## src/pmc_params.svh

```systemverilog
// register offsets, field positions, reset values and timing counts
`ifndef PMC_PARAMS_SVH
`define PMC_PARAMS_SVH
// ****************************************
// register offsets (word index)
// ****************************************
`define PMC_OFS_STAT      4'h0
`define PMC_OFS_PINS      4'h1
// ****************************************
// status/arbitration fields
// ****************************************
`define PMC_BIT_BUSY      15
`define PMC_BIT_ERR       13
`define PMC_BIT_TMO       12
`define PMC_BIT_AREQ      11
`define PMC_BIT_OWNER     10
`define PMC_STAT_RESET    16'h0400
// writable: owner select and the whole eight-bit reserved-space field
`define PMC_STAT_WMASK    16'h03FF
// ****************************************
// pin enable fields
// ****************************************
`define PMC_BIT_WREN      15
`define PMC_BIT_RDEN      14
`define PMC_BIT_BE1EN     13
`define PMC_BIT_BE0EN     12
`define PMC_PINS_WMASK    16'hF77F
`define PMC_PINS_RESET    16'h0000
// ****************************************
// timing: instruction cycle is two clocks
// ****************************************
`define PMC_TCY_NS        40
`define PMC_CLK_NS        20
`define PMC_HALF_TCY      (`PMC_TCY_NS / 2 / `PMC_CLK_NS)
`define PMC_TOP_DEFAULT   24'hFFFFFF
`endif

```

## src/pmc_pkg.sv

```systemverilog
// types for the parallel master port control/status block
`default_nettype none
package pmc_pkg;
  // register bus request
  typedef struct packed {
    logic [3:0]  addr;
    logic [15:0] wdata;
    logic        wr;
    logic        rd;
  } pmc_bus_t;
  // transaction status events from the port engine
  typedef struct packed {
    logic busy;
    logic err;
    logic tmo;
  } pmc_evt_t;
  // latch strobe sequencer
  typedef enum logic [1:0] {
    PMC_IDLE  = 2'b00,
    PMC_HOLD  = 2'b01
  } pmc_state_t;
endpackage
`default_nettype wire

```

## src/pmc_ctrl.sv

```systemverilog
// control, status, arbitration and pin-enable logic of the master port
//
// Design decisions made here: the address map and strobed register access.
`include "pmc_params.svh"
`default_nettype none
// How it works
// illegal access sets sticky error, software clears
// timeout sets sticky flag, software clears
// request bit mirrors alternate master request
// owner bit one for CPU, resets one
// zero reserved field means top FFFFFF
// strobe pins driven only when enabled
// byte lane pins driven only when enabled
// latch strobe stretched by coded wait states
// busy follows transaction in progress
// owner select routes pins, zero is CPU; here the select only goes out on port_owner_select, no pin is routed by it
module pmc_ctrl (
  // clock and reset
  input  wire logic              ref_clk,
  input  wire logic              rst_b,
  // register port
  input  wire pmc_pkg::pmc_bus_t bus,
  output logic [15:0]            rdata,
  // port engine status (same clock) and the alternate master request pin (asynchronous, two flops)
  input  wire pmc_pkg::pmc_evt_t evt,
  input  wire logic              alt_req_pin,
  // strobes and lanes from the engine
  input  wire logic              read_strobe_in,
  input  wire logic              write_strobe_in,
  input  wire logic [1:0]        lane_in,
  input  wire logic              latch_start,
  // pins
  output logic                   read_strobe_out,
  output logic                   read_strobe_oe,
  output logic                   write_strobe_out,
  output logic                   write_strobe_oe,
  output logic                   upper_lane_enable_out,
  output logic                   upper_lane_oe,
  output logic                   lower_lane_enable_out,
  output logic                   lower_lane_oe,
  output logic                   latch_strobe,
  output logic [23:0]            reserved_space_top,
  output logic                   current_port_owner,
  output logic [1:0]             port_owner_select
);
  // ****************************************
  // registers
  // ****************************************
  logic [15:0] stat_reg, stat_next;     // status/arbitration
  logic [15:0] pins_reg, pins_next;     // strobe/pin enables
  logic        areq_s1_reg, areq_s2_reg; // request synchroniser
  logic [15:0] rdata_reg, rdata_next;   // read data, one cycle late
  pmc_pkg::pmc_state_t st_reg, st_next; // latch sequencer state
  logic [3:0]  cnt_reg, cnt_next;       // latch half-cycle counter
  logic [3:0]  wait_halves;             // selected latch length

  // register next values; set beats a same-cycle clear
  always_comb begin
    stat_next = stat_reg;
    pins_next = pins_reg;
    rdata_next = 16'h0000;
    // read-only bits keep their value; busy, request, owner refresh below
    if (bus.wr && bus.addr == `PMC_OFS_STAT) begin
      stat_next = (stat_reg & ~`PMC_STAT_WMASK) |
                  (bus.wdata & `PMC_STAT_WMASK);
      // error/timeout: writing zero clears
      stat_next[`PMC_BIT_ERR] = stat_reg[`PMC_BIT_ERR] &
                                bus.wdata[`PMC_BIT_ERR];
      stat_next[`PMC_BIT_TMO] = stat_reg[`PMC_BIT_TMO] &
                                bus.wdata[`PMC_BIT_TMO];
    end
    if (bus.wr && bus.addr == `PMC_OFS_PINS) begin
      pins_next = bus.wdata & `PMC_PINS_WMASK;
    end
    if (evt.err) begin
      stat_next[`PMC_BIT_ERR] = 1'b1;
    end
    if (evt.tmo) begin
      stat_next[`PMC_BIT_TMO] = 1'b1;
    end
    stat_next[`PMC_BIT_BUSY]  = evt.busy;
    stat_next[`PMC_BIT_AREQ]  = areq_s2_reg;
    // cpu owns the port while select is zero
    // uses the select written this cycle, so owner never lags it
    stat_next[`PMC_BIT_OWNER] = (stat_next[9:8] == 2'b00);
    if (bus.rd) begin
      unique case (bus.addr)
        `PMC_OFS_STAT: rdata_next = stat_reg;
        `PMC_OFS_PINS: rdata_next = pins_reg;
        default:       rdata_next = 16'h0000; // unmapped reads zero
      endcase
    end
  end

  // register update
  always_ff @(posedge ref_clk) begin
    if (!rst_b) begin
      stat_reg    <= `PMC_STAT_RESET;
      pins_reg    <= `PMC_PINS_RESET;
      rdata_reg   <= 16'h0000;
      areq_s1_reg <= 1'b0;
      areq_s2_reg <= 1'b0;
    end else begin
      stat_reg    <= stat_next;
      pins_reg    <= pins_next;
      rdata_reg   <= rdata_next;
      areq_s1_reg <= alt_req_pin; // pin from outside: two flops
      areq_s2_reg <= areq_s1_reg;
    end
  end

  // ****************************************
  // latch strobe sequencer
  // ****************************************
  // length in clocks: main code gives n+1/2 cycles, extra adds 1 or 1/2
  assign wait_halves = 4'(({2'b00, pins_reg[10:9]} * 4'h2 + 4'h1 +
                        (pins_reg[8] ? 4'h2 : 4'h1)) * `PMC_HALF_TCY);

  // sequencer next state
  // a start pulse while the strobe runs is dropped, not queued
  always_comb begin
    st_next  = st_reg;
    cnt_next = cnt_reg;
    unique case (st_reg)
      pmc_pkg::PMC_IDLE: begin
        if (latch_start) begin
          st_next  = pmc_pkg::PMC_HOLD;
          cnt_next = wait_halves - 4'h1;
        end
      end
      pmc_pkg::PMC_HOLD: begin
        if (cnt_reg == 4'h0) begin
          st_next = pmc_pkg::PMC_IDLE;
        end else begin
          cnt_next = cnt_reg - 4'h1;
        end
      end
      default: st_next = pmc_pkg::PMC_IDLE;
    endcase
  end

  // sequencer registers
  always_ff @(posedge ref_clk) begin
    if (!rst_b) begin
      st_reg  <= pmc_pkg::PMC_IDLE;
      cnt_reg <= 4'h0;
    end else begin
      st_reg  <= st_next;
      cnt_reg <= cnt_next;
    end
  end

  // ****************************************
  // outputs
  // ****************************************
  assign rdata              = rdata_reg;
  assign latch_strobe       = (st_reg == pmc_pkg::PMC_HOLD);
  // zero field means the whole 24-bit space
  assign reserved_space_top = (stat_reg[7:0] == 8'h00) ?
                              `PMC_TOP_DEFAULT :
                              {stat_reg[7:0], 16'hFFFF};
  assign current_port_owner = stat_reg[`PMC_BIT_OWNER];
  assign port_owner_select  = stat_reg[9:8];
  // strobe pins: the engine's level passes only while enabled
  assign read_strobe_oe     = pins_reg[`PMC_BIT_RDEN];
  assign write_strobe_oe    = pins_reg[`PMC_BIT_WREN];
  assign read_strobe_out    = read_strobe_oe & read_strobe_in;
  assign write_strobe_out   = write_strobe_oe & write_strobe_in;
  // per-lane gate; a cleared enable releases that lane's pin
  logic [1:0] lane_oe;  // lane pin enables, upper lane in bit 1
  logic [1:0] lane_out; // gated lane strobes
  assign lane_oe = {pins_reg[`PMC_BIT_BE1EN],
                    pins_reg[`PMC_BIT_BE0EN]};
  for (genvar i = 0; i < 2; i++) begin : g_lane
    // the engine's lane only reaches an enabled pin
    assign lane_out[i] = lane_oe[i] & lane_in[i];
  end
  assign upper_lane_oe         = lane_oe[1];
  assign lower_lane_oe         = lane_oe[0];
  assign upper_lane_enable_out = lane_out[1];
  assign lower_lane_enable_out = lane_out[0];

  // ****************************************
  // checks
  // ****************************************
  a_err_sticky: assert property (@(posedge ref_clk) disable iff (!rst_b)
    evt.err |=> stat_reg[`PMC_BIT_ERR]) else $error("error flag not set");
  a_tmo_sticky: assert property (@(posedge ref_clk) disable iff (!rst_b)
    evt.tmo |=> stat_reg[`PMC_BIT_TMO]) else $error("timeout flag not set");
  a_req_follow: assert property (@(posedge ref_clk) disable iff (!rst_b)
    stat_reg[`PMC_BIT_AREQ] == $past(alt_req_pin, 3))
    else $error("request bit lag wrong");
  a_owner_cpu: assert property (@(posedge ref_clk) disable iff (!rst_b)
    current_port_owner == (port_owner_select == 2'b00))
    else $error("owner bit wrong");
  a_top_zero: assert property (@(posedge ref_clk) disable iff (!rst_b)
    stat_reg[7:0] == 8'h00 |-> reserved_space_top == 24'hFFFFFF)
    else $error("top address wrong");
  a_strobe_gate: assert property (@(posedge ref_clk) disable iff (!rst_b)
    !read_strobe_oe |-> !read_strobe_out) else $error("read strobe leaked");
  a_lane_gate: assert property (@(posedge ref_clk) disable iff (!rst_b)
    !upper_lane_oe |-> !upper_lane_enable_out) else $error("lane leaked");
  a_latch_len: assert property (@(posedge ref_clk) disable iff (!rst_b)
    (st_reg == pmc_pkg::PMC_IDLE && latch_start && pins_reg[10:8] == 3'b000)
    |=> latch_strobe [*2] ##1 !latch_strobe) else $error("latch length");
  a_busy_follow: assert property (@(posedge ref_clk) disable iff (!rst_b)
    evt.busy |=> stat_reg[`PMC_BIT_BUSY]) else $error("busy not shown");
  a_busy_clear: assert property (@(posedge ref_clk) disable iff (!rst_b)
    !evt.busy |=> !stat_reg[`PMC_BIT_BUSY]) else $error("busy stuck");
  a_flag_clear: assert property (@(posedge ref_clk) disable iff (!rst_b)
    bus.wr && bus.addr == `PMC_OFS_STAT && !bus.wdata[`PMC_BIT_ERR] &&
    !evt.err |=> !stat_reg[`PMC_BIT_ERR]) else $error("error flag kept");
  a_wr_gate: assert property (@(posedge ref_clk) disable iff (!rst_b)
    !write_strobe_oe |-> !write_strobe_out) else $error("write leaked");
  a_lower_gate: assert property (@(posedge ref_clk) disable iff (!rst_b)
    !lower_lane_oe |-> !lower_lane_enable_out) else $error("lower leaked");
  // covers: new error, alternate owner, latch end, set racing clear
  c_err: cover property (@(posedge ref_clk) disable iff (!rst_b) evt.err);
  c_set_wins: cover property (@(posedge ref_clk) disable iff (!rst_b)
    evt.err && bus.wr && bus.addr == `PMC_OFS_STAT);
  c_alt: cover property (@(posedge ref_clk) disable iff (!rst_b)
    port_owner_select != 2'b00);
  c_latch: cover property (@(posedge ref_clk) disable iff (!rst_b)
    $fell(latch_strobe));
endmodule
`default_nettype wire

```

## config.mk

```make
export PLATFORM = sky130hd
export DESIGN_NAME = pmc_ctrl
export DESIGN_NICKNAME = d
export VERILOG_FILES = /design/src/pmc_pkg.sv /design/src/pmc_ctrl.sv
export VERILOG_INCLUDE_DIRS = /design/src /design/src/src
export SDC_FILE = /design/constraint.sdc
export NUM_CORES = 1
export LEC_CHECK = 0
export ABC_AREA = 1
export BUFFER_PORTS_ARGS = -buffer_cell sky130_fd_sc_hd__buf_2
export CAP_MARGIN = 5
export CORE_MARGIN = 2
export CORE_UTILIZATION = 44
export DETAILED_ROUTE_END_ITERATION = 10
export GPL_TIMING_DRIVEN = 0
export PLACE_DENSITY = 0.82
export SLEW_MARGIN = 30
export SYNTH_ARGS = -nofsm -noshare
export SYNTH_HDL_FRONTEND = slang
export SYNTH_SLANG_ARGS = --single-unit
```

## constraint.sdc

```tcl
create_clock -name ref_clk -period 1 [get_ports ref_clk]
set_input_delay 0.05 -clock ref_clk [delete_from_list [all_inputs] [get_ports ref_clk]]
set_output_delay 0.05 -clock ref_clk [all_outputs]
set_load 0.02 [all_outputs]
```

After elaboration in Yosys (flattened, before gate mapping):

Cells that the tools add are included.

* bitwise logic cells: 7
* reductions and logical operators: 13
* equality and inequality tests: 5
* multiplexer cells: 12
* $add $sub $neg: 4

Operators by type and width (count)
* $pmux W16 S2: 1
* $mux W24: 1
* $or A15 B10 Y15: 1
* $mux W14: 1
* $logic_not A4 Y1: 2
* $logic_not A8 Y1: 1
* $mux W4: 2
* $pmux W4 S2: 1
* $sub A4 B1 Y4 const B: 2
* $and A1 B1 Y1: 6
* $mux W2: 3
* $reduce_bool A2 Y1: 3
* $add A3 B1 Y4 const B: 1
* $add A4 B2 Y4: 1
* $eq A4 B1 Y1 const B: 1
* $logic_not A2 Y1: 2
* $ne A2 B2 Y1 const B: 2
* $pmux W2 S2: 1
* $reduce_and A2 Y1: 2
* $reduce_and A3 Y1: 1
* $eq A2 B1 Y1 const B: 1
* $logic_and A1 B1 Y1: 2
* $mux W1: 2
* $ne A2 B1 Y1 const B: 1

* input port bits: 33
* output and inout bits: 52
* register bits after elaboration: 54
* logic and storage cells: 51

Longest topological paths before layout:

* depth in word-level cells: 5
* depth in mapped cells: 9
* gate-level depth less buffers: 9

Least setup slack after synthesis:

No wires, ideal clock.

* kind: register -> register
* start: reg st_reg[0]
* end: reg cnt_reg[3]
* arrival: 1.040 ns
* path buffers: 0
* data required time: 0.868 ns
* setup time: 0.132 ns
* setup slack: -0.172 ns
* clock period less this slack: 1.172 ns
* cell stages (with the launch flop): 8
* path through: dfxtp_1 inv_1 nor2_1 nand2_1 nand2_2 nor2_1 nand2_1 a21oi_1

* word-level cells in the longest chain between the ends: 3
* elaborated cells on any way between the ends: 7
* classes of those cells: eq/ne (3); mux (1); reduce/logical (3)

Ends and longest elaborated chain
* start, declared: line pmc_ctrl.sv:53 `pmc_pkg::pmc_state_t st_reg, st_next;`
* start signal, assigned: line pmc_ctrl.sv:145 `st_reg <= pmc_pkg::PMC_IDLE;`
* start signal, assigned: line pmc_ctrl.sv:148 `st_reg <= st_next;`
* $eq A2 B1 Y1 / $logic_not A2 Y1 (equally long branches): line pmc_ctrl.sv:124 `unique case (st_reg)`
* $ne A2 B2 Y1 (no line) / $reduce_bool A2 Y1 (equally long branches)
* $reduce_and A3 Y1 (no line)
* end signal, assigned: line pmc_ctrl.sv:149 `cnt_reg <= cnt_next;`
* end, declared: line pmc_ctrl.sv:54 `logic [3:0] cnt_reg, cnt_next;`

Parallel ways exist; a longest one is shown, timed or not.
A chain may end at the register's enable or synchronous reset.

Worst setup path after layout:

* start: reg stat_reg[6]
* end: out reserved_space_top[17]

* word-level cells in the longest chain between the ends: 2

Ends and longest elaborated chain
* start, declared: line pmc_ctrl.sv:49 `logic [15:0] stat_reg, stat_next;`
* start signal, assigned: line pmc_ctrl.sv:98 `` stat_reg <= `PMC_STAT_RESET; ``
* start signal, assigned: line pmc_ctrl.sv:104 `stat_reg <= stat_next;`
* $logic_not A8 Y1: line pmc_ctrl.sv:159 `assign reserved_space_top = (stat_reg[7:0] == 8'h00) ?`
* $mux W24: line pmc_ctrl.sv:159
* end, declared: line pmc_ctrl.sv:42 `output logic [23:0] reserved_space_top,`

Every way passes these cells.

==> impl_metrics.py <==
metrics = {
    "status": {
        "status": "finished with violations",
        "failed_checks": "negative setup slack",
    },
    "worst_setup_path": {
        "r2r_slack_ns": -0.14,
        "crit_chain": "nor4_4, nand2_4, nand2_2, buf_6",
        "cp-end-kind": "output pin",
        "cpPeakStageDelay_ns": 0.35,
        "cp.required_ns": 0.95,
        "crit_arrival_ns": 1.37,
        "cp_max_fo": 8,
        "crit_type": "flop to output pin",
        "r2r_start": "st_reg[0]",
        "crit_path_start": "stat_reg[6]",
        "slowest_stage": "dfxtp_2",
        "start_kind": "flop",
    },
    "clock_tree": {
        "htree_levels": 2,
        "insertion_delay_ns": 0.31,
        "cts_buffers": 5,
        "cts_num_sinks": 52,
        "cts.clk_slew.worst_paths_ns": 0.10,
        "root_buffer": "clkbuf_8",
        "cts_tree": "built",
        "clock_path_buffers": 2,
    },
    "synth": {
        "yosysTopAreaCell": "dfxtp_1",
        "synth-seq-area-share": 0.470,
        "syn-cell-area_um2": 2220,
        "synth_seq_cells": 52,
        "ys_types": 25,
        "ys_warn_count": 0,
        "synthTopCellsByArea": "dfxtp_1, inv_1, a21oi_1, nand2_1, buf_4",
        "synthCells": 287,
        "syn_avg_cell_area_um2": 7.73,
        "synth_top_area_share": 0.470,
    },
    "route": {
        "ant_nets": 0,
        "post_drt_wl_per_cell_um": 12.1,
        "vias_per_cell": 4.66,
        "routed_wirelength_um": 5530,
        "route.vias.total": 2133,
        "first_iter_violations": 127,
        "drc": 0,
        "first_pass_iters": 4,
    },
    "timing": {
        "setup_viol": 12,
        "slew_headroom": 0.659,
        "finalHoldViolations": 0,
        "rsz0062_at_grt": "true",
        "worst_pin_slew_ns": 0.512,
        "min_period_ns": 1.42,
        "worst_slack_ns": -0.416,
        "maxSlewViolCount": 0,
        "post-route-period-util": 1.42,
        "fin_skew_ns": 0.00397,
        "holdWs_ns": 0.0294,
        "max_freq_mhz": 706,
    },
    "pwr": {
        "p_leak_nw": 1.45,
        "power_mw": 4.30,
        "vdd_drop_max_v": 0.000645,
        "powerDensity_nw_per_um2": 1370,
    },
    "layout": {
        "final_nets": 426,
        "diodes": 0,
        "stdcell_area_um2": 3130,
        "multi_input_area_um2": 992,
        "drive_gt1_frac": 0.384,
        "nFillCells": 413,
        "areaGrowthSynthToFinish_pct": 41.1,
        "stdcell_count": 458,
        "seqCellArea_um2": 1050,
        "largest_register_ffs": 16,
    },
    "grt": {
        "grt_pass1_vias": 1951,
        "grt-ovfl-total": 0,
        "grt_max_degree": 19,
        "grt_pass1_wl_um": 8340,
        "antenna_found_initial": 0,
        "grtUsageTotal": 0.197,
    },
    "hold_path": {
        "min_from": "rst_b",
        "min-delay-path-class": "primary input to flop",
    },
    "place": {
        "placedInstanceArea_um2": 2710,
        "io_buffers": 67,
        "hpwl_um": 3740,
        "pre_cts_ws_ns": -0.209,
        "gp_congestion": 0.830,
        "dpl.cell_count": 436,
    },
    "floorplan": {
        "die_w_um": 75.0,
        "ios": 85,
        "dieArea_um2": 5620,
        "die_height_um": 75.0,
        "core_um2": 4790,
        "start_util": 0.463,
        "rows": 25,
    },
    "run": {
        "cap_violations": 0,
    },
}
report_power, final:
part	leakage, nW	switching [mW]	internal (mW)
logic	0.973	0.494	0.376
registers	0.427	0.0478	2.13
clock network	0.0463	0.737	0.515
total	1.45	1.28	3.02
metrics by stage:
step,utilization,TNS (ns)
3_3_place_gp,0.567,-4.54
6_report,0.654,-3.76
5_1_grt,0.654,-4.58
3_5_place_dp,0.567,-4.89
2_1_floorplan,-,-0.314
4_1_cts,0.636,-3.63
worst max-delay path: cells and delay by family (launching register included):
family | cells | cell delay (ns)
flip-flops | 1 | 0.35
AND/OR/NAND/NOR | 3 | 0.59
buffers and inverters | 1 | 0.11
area by class of cell:
class                   count  share of cell area
repair buffers             80               0.164
well taps                  67              0.0268
clock buffers               5              0.0220
plain buffers              28              0.0636
inverters                  50              0.0608
clock inverters             3             0.00880
multi-input cells         173               0.317
flip-flops and latches     52               0.337
path summary, 6_finish.rpt:
check,to,cells after the start
min,pins_reg[6],3
max,reserved_space_top[17],4
max reg2reg,cnt_reg[3],7
min reg2reg,stat_reg[11],2
per-layer routing:
| layer | track usage | vias to the layer above | wire [um] |
|---|---|---|---|
| met4 | 0.0873 | 0 | 59 |
| met1 | 0.228 | 954 | 2210 |
| met3 | 0.0428 | 9 | 416 |
| li1 | - | 1083 | - |
| met2 | 0.348 | 87 | 2840 |
| met5 | 0 | - | 0 |
placed cells by master, fill, tap and decap left out, drive strengths merged:
cell,instances
dfxtp,52
nor3,2
a21oi,32
clkinv,1
clkinvlp,1
nand2,46
dlygate4sd3,9
or2,1
nand3,12
o21ai,24
nor3b,1
nor2,25
clkbuf,9
conb,16
buf,95
o22ai,9
ha,3
inv,51
nor4,2
cell usage after synthesis:
cell,n
nand3_1,10
clkbuf_1,4
ha_1,3
buf_4,18
dfxtp_1,52
o22ai_1,9
conb_1,1
nand3_2,1
buf_2,3
o21ai_1,5
inv_1,49
nand2_4,1
nor2_4,3
nor3_1,2
nand3_4,1
or2_2,1
nand2_2,2
buf_6,3
a21oi_1,32
inv_2,1
nor2_1,22
nand2_1,42
nor4_1,2
nor3b_1,1
o21ai_0,19
timing repair:
item | in CTS | in global routing
gates resized for setup | 38 | 21
endpoints found under the setup margin | 16 | 17
endpoints found under the hold margin | 9 | 0
pin swaps | 10 | 13
setup buffers | 1 | 3
hold buffers | 9 | 0
gates cloned | 1 | 0
cell families after synthesis:
logic type / synth area share
AOI/OAI and AO/OA: 0.152
adders and majority gates: 0.0169
buffers and inverters: 0.174
DFF: 0.470
other: 0.00169
and+or+nand+nor: 0.186
Note: power is estimated with default switching activity, not from simulation.
